$ cat src/tm16_pkg.sv
// Purpose: shared constants and types of the 16-bit timer/event counter
// Assumes: one clock, no register bus, settings arrive as plain ports
// Notes:   mode and edge encodings follow the two-bit control fields
package tm16_pkg;

	// Counter mode field encodings (hi, lo)
	localparam logic [1:0] MODE_STOP      = 2'h0;
	localparam logic [1:0] MODE_FREE      = 2'h1;
	localparam logic [1:0] MODE_EDGE_CLR  = 2'h2;
	localparam logic [1:0] MODE_MATCH_CLR = 2'h3;

	// Valid edge field encodings (hi, lo)
	localparam logic [1:0] EDGE_FALL      = 2'h0;
	localparam logic [1:0] EDGE_RISE      = 2'h1;
	localparam logic [1:0] EDGE_BOTH      = 2'h3;

	// Counter values
	localparam logic [15:0] CNT_RESET     = 16'h0000;
	localparam logic [15:0] CNT_MAX       = 16'hFFFF;
	localparam logic [15:0] CNT_ONE       = 16'h0001;

	// Prescaler width and divide masks for /1, /4, /16, /64
	localparam int          PRE_W         = 6;
	localparam logic [5:0]  PRE_RESET     = 6'h00;
	localparam logic [5:0]  PRE_ONE       = 6'h01;
	localparam logic [5:0]  PRE_MASK_1    = 6'h00;
	localparam logic [5:0]  PRE_MASK_4    = 6'h03;
	localparam logic [5:0]  PRE_MASK_16   = 6'h0F;
	localparam logic [5:0]  PRE_MASK_64   = 6'h3F;

	// Static configuration carried as one bundle
	typedef struct packed {
		logic       counter_mode_hi_bit;  // Mode field, upper bit
		logic       counter_mode_lo_bit;  // Mode field, lower bit
		logic       edge_select_hi_bit;   // Valid edge, upper bit
		logic       edge_select_lo_bit;   // Valid edge, lower bit
		logic       output_enable_bit;    // Drive the wave output
		logic       toggle_on_match_bit;  // Invert on primary match
		logic       oneshot_mode_bit;     // One-shot pulse operation
		logic       count_src_ext_bit;    // Count valid input edges
		logic [1:0] prescale_edge_cfg;    // Count clock divide select
	} tm16_cfg_t;

	// One-shot pulse sequencer states
	typedef enum logic [1:0] {
		OS_IDLE,
		OS_WAIT,
		OS_ACTIVE
	} tm16_os_state_t;

endpackage

$ cat src/tm16_timer.sv
// Purpose: 16-bit timer/event counter with square wave and one-shot output
// Assumes: settings are stable while counting; compares written when stopped
// Notes:   edges seen by the filter drive counting, triggers and restarts
`timescale 1ns/100ps

module tm16_timer
	import tm16_pkg::*;
(
	// Clock and reset
	input  wire logic        clock,
	input  wire logic        reset,
	// Configuration
	input  wire tm16_cfg_t   cfg,
	input  wire logic [15:0] primary_compare_reg,
	input  wire logic [15:0] secondary_compare_reg,
	// Software strobes, one cycle each
	input  wire logic        soft_pulse_trigger_bit,
	input  wire logic        wrap_flag_clear,
	// External pin
	input  wire logic        ext_event_input,
	// Status and outputs
	output logic [15:0]      count_value_reg,
	output logic             wrap_flag,
	output logic             primary_match_irq,
	output logic             secondary_match_irq,
	output logic             wave_output_pin
);

	// Valid edge decision for the selected field
	function automatic logic edge_ok(input logic [1:0] sel,
		input logic rise, input logic fall);
		logic ok;
		if (sel == EDGE_RISE) begin
			ok = rise;
		end else if (sel == EDGE_FALL) begin
			ok = fall;
		end else begin
			ok = rise | fall;
		end
		return ok;
	endfunction

	// Divide mask for the prescaler select
	function automatic logic [5:0] pre_mask(input logic [1:0] sel);
		logic [5:0] m;
		case (sel)
			2'h0: m = PRE_MASK_1;
			2'h1: m = PRE_MASK_4;
			2'h2: m = PRE_MASK_16;
			default: m = PRE_MASK_64;
		endcase
		return m;
	endfunction

	// Decoded fields
	logic [1:0]     mode;          // Counter mode field
	logic [1:0]     edge_sel;      // Valid edge field
	logic           running;       // Counter enabled
	// Input synchroniser and filter
	logic           sync1_q;       // First stage, read by stage two only
	logic           sync2_q;       // Second stage
	logic           samp_q;        // Previous synchronised sample
	logic           filt_q;        // Accepted input level
	logic           rise;          // Accepted rising edge
	logic           fall;          // Accepted falling edge
	logic           valid_edge;    // Selected edge while running
	// Count clock
	logic [PRE_W-1:0] pre_q;       // Free prescaler
	logic           pre_tick_q;    // Prescaled count clock pulse
	logic           tick;          // Count event this cycle
	// Counter
	logic [15:0]    cnt_q;
	logic [15:0]    cnt_d;
	logic           pri_hit;       // Count equals primary compare
	logic           sec_hit;       // Count equals secondary compare
	logic           trig;          // Clear-and-start request
	logic           wrap_ev;       // Counter passes maximum
	// One-shot
	tm16_os_state_t os_q;
	logic           on_hit;        // Match that makes the pulse active
	logic           off_hit;       // Match that ends the pulse
	logic           wave_q;
	assign mode     = {cfg.counter_mode_hi_bit, cfg.counter_mode_lo_bit};
	assign edge_sel = {cfg.edge_select_hi_bit, cfg.edge_select_lo_bit};
	assign running  = (mode != MODE_STOP);
	// Two-flop synchroniser for the pin
	always_ff @(posedge clock) begin
		if (reset) begin
			sync1_q <= 1'b0;
			sync2_q <= 1'b0;
		end else begin
			sync1_q <= ext_event_input;
			sync2_q <= sync1_q;
		end
	end

	always_ff @(posedge clock) begin
		if (reset) begin
			samp_q <= 1'b0;
			filt_q <= 1'b0;
		end else begin
			samp_q <= sync2_q;
			if (sync2_q == samp_q) begin
				filt_q <= sync2_q;
			end
		end
	end

	// Filtered edges, ignored while stopped
	assign rise = (sync2_q == samp_q) & sync2_q & ~filt_q;
	assign fall = (sync2_q == samp_q) & ~sync2_q & filt_q;
	assign valid_edge = running & edge_ok(edge_sel, rise, fall);
	// Free prescaler; start is not aligned to it
	always_ff @(posedge clock) begin
		if (reset) begin
			pre_q      <= PRE_RESET;
			pre_tick_q <= 1'b0;
		end else begin
			pre_q      <= pre_q + PRE_ONE;
			pre_tick_q <= ((pre_q & pre_mask(cfg.prescale_edge_cfg))
				== pre_mask(cfg.prescale_edge_cfg));
		end
	end

	assign tick = running & (cfg.count_src_ext_bit ? valid_edge
		: pre_tick_q);
	assign pri_hit = (cnt_q == primary_compare_reg);
	assign sec_hit = (cnt_q == secondary_compare_reg);
	assign trig = running & ~cfg.count_src_ext_bit &
		((cfg.oneshot_mode_bit & soft_pulse_trigger_bit) |
		(valid_edge & (cfg.oneshot_mode_bit | (mode == MODE_EDGE_CLR))));
	assign wrap_ev = tick & ~trig & (cnt_q == CNT_MAX) &
		((mode != MODE_MATCH_CLR) | (primary_compare_reg == CNT_MAX));
	// Next count value
	always_comb begin
		cnt_d = cnt_q;
		if (!running) begin
			cnt_d = CNT_RESET;
		end else if (trig) begin
			cnt_d = CNT_RESET;
		end else if (tick) begin
			if ((mode == MODE_MATCH_CLR) && pri_hit) begin
				cnt_d = CNT_RESET;
			end else begin
				cnt_d = cnt_q + CNT_ONE;
			end
		end
	end

	// Counter register
	always_ff @(posedge clock) begin
		if (reset) begin
			cnt_q <= CNT_RESET;
		end else begin
			cnt_q <= cnt_d;
		end
	end

	// Visible count and match requests
	always_ff @(posedge clock) begin
		if (reset) begin
			count_value_reg     <= CNT_RESET;
			primary_match_irq   <= 1'b0;
			secondary_match_irq <= 1'b0;
		end else begin
			count_value_reg     <= cnt_d;
			primary_match_irq   <= tick & ~trig & pri_hit;
			secondary_match_irq <= tick & ~trig & sec_hit;
		end
	end

	// Sticky wrap flag, a set beats a clear
	always_ff @(posedge clock) begin
		if (reset) begin
			wrap_flag <= 1'b0;
		end else if (wrap_ev) begin
			wrap_flag <= 1'b1;
		end else if (wrap_flag_clear) begin
			wrap_flag <= 1'b0;
		end
	end

	assign on_hit  = tick & ~trig & ((secondary_compare_reg <
		primary_compare_reg) ? sec_hit : pri_hit);
	assign off_hit = tick & ~trig & ((secondary_compare_reg <
		primary_compare_reg) ? pri_hit : sec_hit);
	// One-shot sequencer
	always_ff @(posedge clock) begin
		if (reset) begin
			os_q <= OS_IDLE;
		end else if (!running || !cfg.oneshot_mode_bit) begin
			os_q <= OS_IDLE;
		end else if (trig) begin
			os_q <= OS_WAIT;
		end else begin
			case (os_q)
				OS_WAIT: if (on_hit) begin
					os_q <= OS_ACTIVE;
				end
				OS_ACTIVE: if (off_hit) begin
					os_q <= OS_IDLE;
				end
				default: os_q <= OS_IDLE;
			endcase
		end
	end

	// Output flip-flop
	always_ff @(posedge clock) begin
		if (reset) begin
			wave_q <= 1'b0;
		end else if (!running || !cfg.output_enable_bit) begin
			wave_q <= 1'b0;
		end else if (cfg.oneshot_mode_bit) begin
			// Active from on to off match
			if (os_q == OS_WAIT && !trig && on_hit) begin
				wave_q <= 1'b1;
			end else if (os_q == OS_ACTIVE && !trig && off_hit) begin
				wave_q <= 1'b0;
			end else if (os_q == OS_IDLE) begin
				wave_q <= 1'b0;
			end
		end else if (cfg.toggle_on_match_bit && tick && pri_hit) begin
			wave_q <= ~wave_q;
		end
	end

	assign wave_output_pin = wave_q;
endmodule

$ cat config.mk
export PLATFORM = sky130hd
export DESIGN_NAME = tm16_timer
export DESIGN_NICKNAME = d
export VERILOG_FILES = /design/src/tm16_pkg.sv /design/src/tm16_timer.sv
export SDC_FILE = /design/constraint.sdc
export NUM_CORES = 1
export LEC_CHECK = 0
export BUFFER_PORTS_ARGS = -buffer_cell sky130_fd_sc_hd__buf_2
export CAP_MARGIN = 20
export CORE_MARGIN = 10
export CORE_UTILIZATION = 55
export CTS_BUF_LIST = sky130_fd_sc_hd__clkbuf_4 sky130_fd_sc_hd__clkbuf_8
export DETAILED_ROUTE_END_ITERATION = 8
export GPL_TIMING_DRIVEN = 1
export PLACE_DENSITY = 0.87
export SETUP_SLACK_MARGIN = 0.3
export SYNTH_ARGS = -nofsm -noshare
export SYNTH_HDL_FRONTEND = slang
export SYNTH_SLANG_ARGS = --single-unit
$ cat constraint.sdc
create_clock -name clock -period 6 [get_ports clock]
set_clock_uncertainty 0.05 [all_clocks]
set_input_delay 0.6 -clock clock [delete_from_list [all_inputs] [get_ports clock]]
set_output_delay 0.6 -clock clock [all_outputs]
set_load 0.02 [all_outputs]
Word level (Yosys, flattened, before mapping) --
Index checks and enable logic that the tools add are counted.
Operators by class: bitwise operators 28, eq/ne operators 19, reduce and logical (&&, ||, !) cells 26, order comparisons 1, muxes and demuxes 19, add/sub/neg operators 2
Operators with widths (number):
- $eq A16 B16 Y1 | 2
- $eq A16 B16 Y1 const B | 2
- $pmux W6 S3 | 1
- $and A1 B1 Y1 | 17
- $add A16 B1 Y16 const B | 1
- $lt A16 B16 Y1 | 1
- $mux W16 | 1
- $mux W1 | 13
- $eq A2 B2 Y1 const B | 4
- $logic_and A1 B1 Y1 | 7
- $add A6 B1 Y6 const B | 1
- $and A6 B6 Y6 | 1
- $eq A2 B1 Y1 const B | 3
- $eq A6 B6 Y1 | 1
- $logic_not A2 Y1 | 3
- $mux W6 | 1
- $ne A2 B2 Y1 const B | 3
- $ne A3 B3 Y1 const B | 2
- $not A1 Y1 | 6
- $reduce_and A2 Y1 | 3
- $reduce_bool A2 Y1 | 3
- $reduce_or A3 Y1 | 2
- $logic_not A1 Y1 | 4
- $mux W2 | 2
- other kinds (6) | 11
Word-level totals: logic and storage cells 108, register bits 33, output and inout port bits 20, input bits 47

Depth between registers and ports, before layout --
Gate-level depths: netlist (run 1).
depth in word-level cells 17, gate-level depth with buffers 11, gate-level depth less buffers 9

Worst setup path after synthesis (run 1) --
Ideal clock, no wire load.
path kind input-to-reg, start input port primary_compare_reg[15], end register wave_q (netlist: wave_output_pin), required time 5876 ps, arrival 3006 ps, buffers on the path 0, slack 2869 ps, stages 9, cells stage by stage inv_1 ha_1 nand4_1 or4_1 o32a_1 and2_4 mux2i_2 or4b_2 a31oi_1
Between the ends: longest elaborated chain between the ends 7, elaborated cells between the ends (all ways) 15, those cells by class 1 x order compare; 2 x eq/ne; 5 x mux; 2 x bitwise; 5 x reduce/logical
Ends and longest elaborated chain:
- start, declared | line tm16_timer.sv:14 | input wire logic [15:0] primary_compare_reg,
- $lt A16 B16 Y1 / $eq A16 B16 Y1 (equally long branches) | line tm16_timer.sv:183, tm16_timer.sv:185, tm16_timer.sv:127
- $mux W1 | line tm16_timer.sv:186 | primary_compare_reg) ? pri_hit : sec_hit);
- $and A1 B1 Y1 | line tm16_timer.sv:185 | assign off_hit = tick & ~trig & ((secondary_compare_reg <
- $logic_and A1 B1 Y1 | line tm16_timer.sv:218 | end else if (os_q == OS_ACTIVE && !trig && off_hit) begin
- $mux W1 | line tm16_timer.sv:218
- $mux W1 | line tm16_timer.sv:216 | if (os_q == OS_WAIT && !trig && on_hit) begin
- $mux W1 | line tm16_timer.sv:214 | end else if (cfg.oneshot_mode_bit) begin
- end signal, assigned | line tm16_timer.sv:224 | wave_q <= ~wave_q;
- end, declared | line tm16_timer.sv:82 | logic wave_q;
Several ways; a longest one is shown, not always the timed one. A chain may end at the register's enable or synchronous reset.

Final worst setup path (run 1) --
Same ends and word-level chain as after synthesis.

==> results of run 1 <==
worst register-to-register path: stages, from the launching register on:
cell and delay (ns):
dfxtp_1 0.36, ha_1 0.15, o21ai_0 0.13, o22ai_1 0.25
o21a_1 0.41, and3_1 0.30, mux2i_2 0.11, or4b_2 0.63
a31oi_1 0.16
area by class of cell:
cell class | instances | area share, %
Clock buffer | 5 | 2.51
Clock inverter | 3 | 1.69
Inverter | 23 | 3.14
Multi-Input combinational cell | 212 | 54.3
Sequential cell | 33 | 24.1
Tap cell | 50 | 2.28
Timing Repair Buffer | 66 | 12.0
cell families (layout without fill, tap and decap cells):
family	after synthesis	count (layout)	synth area share, %
multiplexers	3	3	1.48
AO/OA/AOI/OAI	29	29	9.40
buffers and inverters	33	97	5.44
XOR/XNOR	51	51	19.6
adder cells (fa/ha/maj)	19	19	10.4
flip-flops	33	33	29.0
AND/OR/NAND/NOR	110	110	24.6
where the power goes:
part	switching [W]	leakage, nW	internal (W)
registers	0.00000364	0.267	0.000223
logic	0.0000441	0.923	0.0000372
clock network	0.0000887	0.0543	0.000124
total	0.000136	1.24	0.000384
metal layers:
| metal | share of wire, % | vias up | global-route usage [%] |
|---|---|---|---|
| met3 | 6.3 | 14 | 5.12 |
| met2 | 52 | 62 | 31.4 |
| met1 | 39 | 1005 | 17.5 |
| met4 | 2.0 | 0 | 5.78 |
| li1 | - | 1094 | - |
| met5 | 0 | - | 0 |
through the flow:
stage | instances | cell area [um^2] | hold WS (ns)
after floorplan | 278 | 2280 | 0.363
after CTS | 392 | 2750 | 0.396
after detailed placement | 384 | 2630 | 0.384
final | 392 | 2750 | 0.393
after global placement | 384 | 2630 | 0.366
after global routing | 392 | 2750 | 0.418
worst paths after layout:
kind                                               from                           end  slack, ns
worst max-delay path            primary_compare_reg[15]  wave_output_pin$_SDFFE_PP0P_       2.90
worst min-delay path                pre_q[0]$_SDFF_PP0_           pre_q[0]$_SDFF_PP0_       0.39
worst max register to register       sync2_q$_SDFF_PP0_  wave_output_pin$_SDFFE_PP0P_       3.38
worst min register to register      pre_q[0]$_SDFF_PP0_           pre_q[0]$_SDFF_PP0_       0.39
synth_stat cells, types with 6 or more instances:
master    number  area [um^2]
nor2_1        36          135
dfxtp_1       33          661
xor2_1        26          228
xnor2_1       25          219
inv_1         23         86.3
ha_1          19          238
nand4_1       18          113
nand2_1       15         56.3
nand3_1       11         55.1
clkbuf_1      10         37.5
a21oi_1        8         40.0
nor2b_1        6         37.5
nor4_1         6         37.5
==> out/metrics.csv, run 1 <==
stage;metric;value;unit
outcome;status;complete, no violations;
setup_path;worst-path fanout max;3;
cts;TritonCTS clock tree;done;
floorplanning;boundary pin count;67;
finish;commonest non-fill, non-tap cell in the layout;buf_2;
finish;area grow syn2layout;20.7;%
finish;multi-input combinational cell area;1490;um^2
detailed_routing;vias per cell;5.55;
finish;nets;407;
synthesis;number of synthesized register bits;33;
floorplanning;core area;4000;um^2
timing;Pins Over Slew Limit;0;
timing;fmax;0.322;GHz
timing;Final min period;3.10;ns
synthesis;Post-synth EDFFs;0;
timing;Slew @ Worst Pin;0.590;ns
cts;setup bufs post-CTS;0;
setup_path;Critical Path End Type;flip-flop;
synthesis;Async SR Flop Fraction;0;%
grt;grt ovf;0;
synthesis;sequential area share after synthesis;29.0;%
timing;RSZ-0062 raised after global routing;false;
cts;H-Tree Depth;2;
setup_path;worst path cell trace;buf_2, inv_1, ha_1, nand4_1, or4_1, o32a_1, and2_4, mux2i_2, or4b_2, a31oi_1;
cts;clk buf depth;2;
timing;final worst slack;2.90;ns
setup_path;CP Data Arrival Time;3.28;ns
synthesis;Mapped Avg Cell Area;8.19;um^2
grt;largest net degree at the start of global routing;17;
floorplanning;Die Area;7110;um^2
setup_path;CP delay by family, top;simple AND/OR/NAND/NOR gates;
grt;GR Util All Layers;16.9;%
finish;most frequent cells in the layout;buf_2 (66), nor2_1 (36), dfxtp_1 (33);
setup_path;kind of critical path;in2reg;
cts;Clock Latency Late Sink;0.29;ns
setup_path;CP Launch Type;primary input;
setup_path;cells on worst reg2reg path;8;
timing;Final setup viols;0;
placed_design;gp weighted congestion;0.947;
finish;Filler cells;349;
power_and_ir_drop;Peak VDD IR;0.177;mV
floorplanning;initial core utilization;56.9;%
power_and_ir_drop;P per Cell Area;189;nW/um^2
setup_path;worst endpoint required time;6.17;ns
finish;final core utilization;68.7;%
power_and_ir_drop;total power;0.000520;W
cts;clk sink count;33;
cts;cts bufs inserted;5;
detailed_routing;DRT iter0 DRCs;154;
cts;post-cts resize count;0;
detailed_routing;Avg WL per Cell;16.0;um
placed_design;Place WS;2.62;ns
finish;layout cells sized above 1;23.7;%
detailed_routing;Initial DRT Pass Iterations;4;
timing;final hold violations;0;
floorplanning;Die Width;84.3;um
cts;clock-pin slew on the worst setup and hold paths;0.07;ns
grt;first-pass GRT wire length;10100;um
synthesis;synthesized cell area;2280;um^2
finish;FF/Latch Area;661;um^2
setup_path;slowest stage delay, CP;0.63;ns
setup_path;Slowest-stage cell, CP;or4b_2;
synthesis;synthesized instance count;278;
timing;setup_tns;0;ns
floorplanning;die height;84.3;um
cts;Root Driver;clkbuf_8;
timing;Slew HR;60.5;%
setup_path;worst path bufs/invs;2;
detailed_routing;DRC viols;0;
min_path;WHS Path Cells;1;
min_path;HP Class;reg2reg;
floorplanning;row count;23;
power_and_ir_drop;LEAKAGE;1.24;nW
placed_design;# port buffers;66;
synthesis;synth unique cells;41;
synthesis;Syn Nets;344;
synthesis;count of synthesis-stage warnings from yosys;0;
detailed_routing;via count;2175;
grt;initial antenna violation count;0;
run;total of max-cap violations;0;
setup_path;Levels on crit path;10;
synthesis;main flop type after synthesis;dfxtp_1;
grt;vias in the first global route;2173;
timing;fin crit share;51.7;%
placed_design;DP HPWL;5070;um
cts;Post-CTS Hold Fix Bufs;0;
detailed_routing;Routed Antenna Nets;0;
detailed_routing;Routed WL;6260;um
finish;Diodes inserted;0;
finish;max reg flops;16;
Power figures use the tool's default switching activity.
==> inputs of run 2 (changes only) <==
- CORE_UTILIZATION: 55 -> 54
- PLACE_DENSITY: 0.87 -> 0.86
- clock period: 6 -> 2.9 ns (I/O delays scaled with it)
==> run 2 against run 1 <==
  * Combinational power grew to 2.6 times the previous value
  * First-iteration DRC count down 13%
  * Die area grew 1.4%
  * Total power grew 110%
  * Non-clock buffer count increased by 8
  * Final cell count grew 2.0%
  * Final area up 8.2%
  * Hold slack got worse by 0.24 ns
  * Sequential power grew 110%
==> out/metrics.csv, run 2 (synthesis gave the netlist of run 1 again) <==
stage;metric;value;unit
cts;TritonCTS clock tree;done;
grt;Top Usage Layer GRT;met2;
setup_path;Critical Path End Type;flip-flop;
setup_path;cells on worst reg2reg path;7;
detailed_routing;DRT iter0 DRCs;134;
detailed_routing;Avg WL per Cell;17.9;um
floorplanning;core area;4030;um^2
cts;clk buf depth;2;
setup_path;CP Launch Type;primary input;
finish;most frequent cells in the layout;buf_2 (56), nor2_1 (36), dfxtp_1 (33);
min_path;HP Class;in2reg;
timing;fmax;0.375;GHz
setup_path;worst path bufs/invs;1;
placed_design;placed instance count;389;
grt;initial antenna violation count;0;
run;total of max-cap violations;0;
floorplanning;Die Area;7210;um^2
grt;met1 usage;18.8;%
power_and_ir_drop;register share of total power;41.9;%
setup_path;kind of critical path;in2reg;
grt;largest net degree at the start of global routing;17;
detailed_routing;via count;2322;
cts;Root Driver;clkbuf_8;
power_and_ir_drop;cell-internal power;0.000817;W
outcome;status;complete, no violations;
finish;layout cells sized above 1;29.1;%
floorplanning;boundary pin count;67;
setup_path;worst path cell trace;buf_2, ha_4, nand4_1, or4_1, o32a_1, and2_4, mux2i_4, or4b_4, a31oi_1;
floorplanning;Die Width;84.9;um
detailed_routing;Routed Antenna Nets;0;
timing;fin crit share;91.9;%
timing;Slew @ Worst Pin;0.671;ns
timing;Pins Over Slew Limit;0;
setup_path;CP delay by family, top;simple AND/OR/NAND/NOR gates;
power_and_ir_drop;Clk pwr share;39.5;%
timing;setup_tns;0;ns
setup_path;CP Data Arrival Time;2.83;ns
power_and_ir_drop;P per Cell Area;375;nW/um^2
grt;grt ovf;0;
setup_path;worst-path fanout max;3;
cts;cts bufs inserted;5;
grt;met2 GRT Util;29.1;%
floorplanning;initial core utilization;56.5;%
power_and_ir_drop;sw frac;26.8;%
finish;max reg flops;16;
power_and_ir_drop;Peak VDD IR;0.345;mV
finish;nets;415;
setup_path;slowest stage delay, CP;0.56;ns
detailed_routing;DRC viols;0;
floorplanning;row count;23;
detailed_routing;Routed WL;7150;um
cts;H-Tree Depth;2;
power_and_ir_drop;Net Switching;0.000299;W
timing;final hold violations;0;
timing;Final setup viols;0;
finish;commonest non-fill, non-tap cell in the layout;buf_2;
power_and_ir_drop;LEAKAGE;1.30;nW
floorplanning;die height;84.9;um
placed_design;DP HPWL;5110;um
grt;met3 Use GR;4.59;%
cts;clock-pin slew on the worst setup and hold paths;0.08;ns
setup_path;Levels on crit path;9;
finish;final std cells w/o fill;400;
setup_path;Slowest-stage cell, CP;or4_1;
placed_design;gp weighted congestion;0.995;
placed_design;# port buffers;66;
timing;RSZ-0062 raised after global routing;true;
cts;Post-CTS Hold Fix Bufs;0;
setup_path;worst endpoint required time;3.06;ns
cts;Clock Latency Late Sink;0.28;ns
detailed_routing;Initial DRT Pass Iterations;5;
cts;clk sink count;33;
finish;area grow syn2layout;30.6;%
timing;hold slack final;0.157;ns
power_and_ir_drop;combinational share of power;18.6;%
finish;Diodes inserted;0;
detailed_routing;vias per cell;5.81;
min_path;WHS Path Cells;2;
timing;Slew HR;55.2;%
grt;GR Util All Layers;16.6;%
grt;first-pass GRT wire length;9980;um
setup_path;worst reg2reg setup slack;0.45;ns
timing;Final min period;2.66;ns
grt;vias in the first global route;2157;
[run 2: path summary, 6_finish.rpt]
path	startpoint	end
setup reg to reg	count_value_reg[3]$_SDFFE_PP0N_	wave_output_pin$_SDFFE_PP0P_
hold / removal	cfg[0]	pre_tick_q$_SDFF_PP0_
setup / recovery	secondary_compare_reg[9]	wave_output_pin$_SDFFE_PP0P_
hold reg to reg	pre_q[0]$_SDFF_PP0_	pre_q[0]$_SDFF_PP0_
[run 2: power groups by stage]
stage               Sequential, W  Combinational (W)  Clock, W
floorplan                0.000478          0.0000976         0
global placement         0.000477           0.000167         0
detailed placement       0.000478           0.000172         0
CTS                      0.000467           0.000174  0.000443
global route             0.000469           0.000226  0.000463
finish                   0.000467           0.000208  0.000441
[run 2: final cells by class]
type                       count  area [um^2]
sequential                    33          661
clock inverter                 3         46.3
clock buffer                   5         68.8
tap                           50         62.6
timing repair buffer          74          449
inverter                      23         91.3
multi-input combinational    212         1590
fill                         276         1060
[run 2: timing repair]
| item | in CTS | in global routing |
|---|---|---|
| resized for setup | 0 | 33 |
| endpoints found under the setup margin | 0 | 3 |
| endpoints found under the hold margin | 0 | 0 |
| setup buffers | 0 | 3 |
[run 2: stage by stage]
stage               setup WS (ns)  cell area, um^2  utilization (%)  total power [W]
detailed placement         0.0729             2700             67.0         0.000650
global placement            0.108             2700             67.0         0.000644
CTS                         0.351             2810             69.8          0.00108
global route                0.146             2970             73.8          0.00116
finish                      0.236             2970             73.8          0.00112
floorplan                   0.314             2300                -         0.000576
[run 2: layer usage]
layer,wire length [um],up-vias
li1,-,1105
met1,2660,1064
met2,3630,125
met3,587,28
met4,275,0
met5,0,-
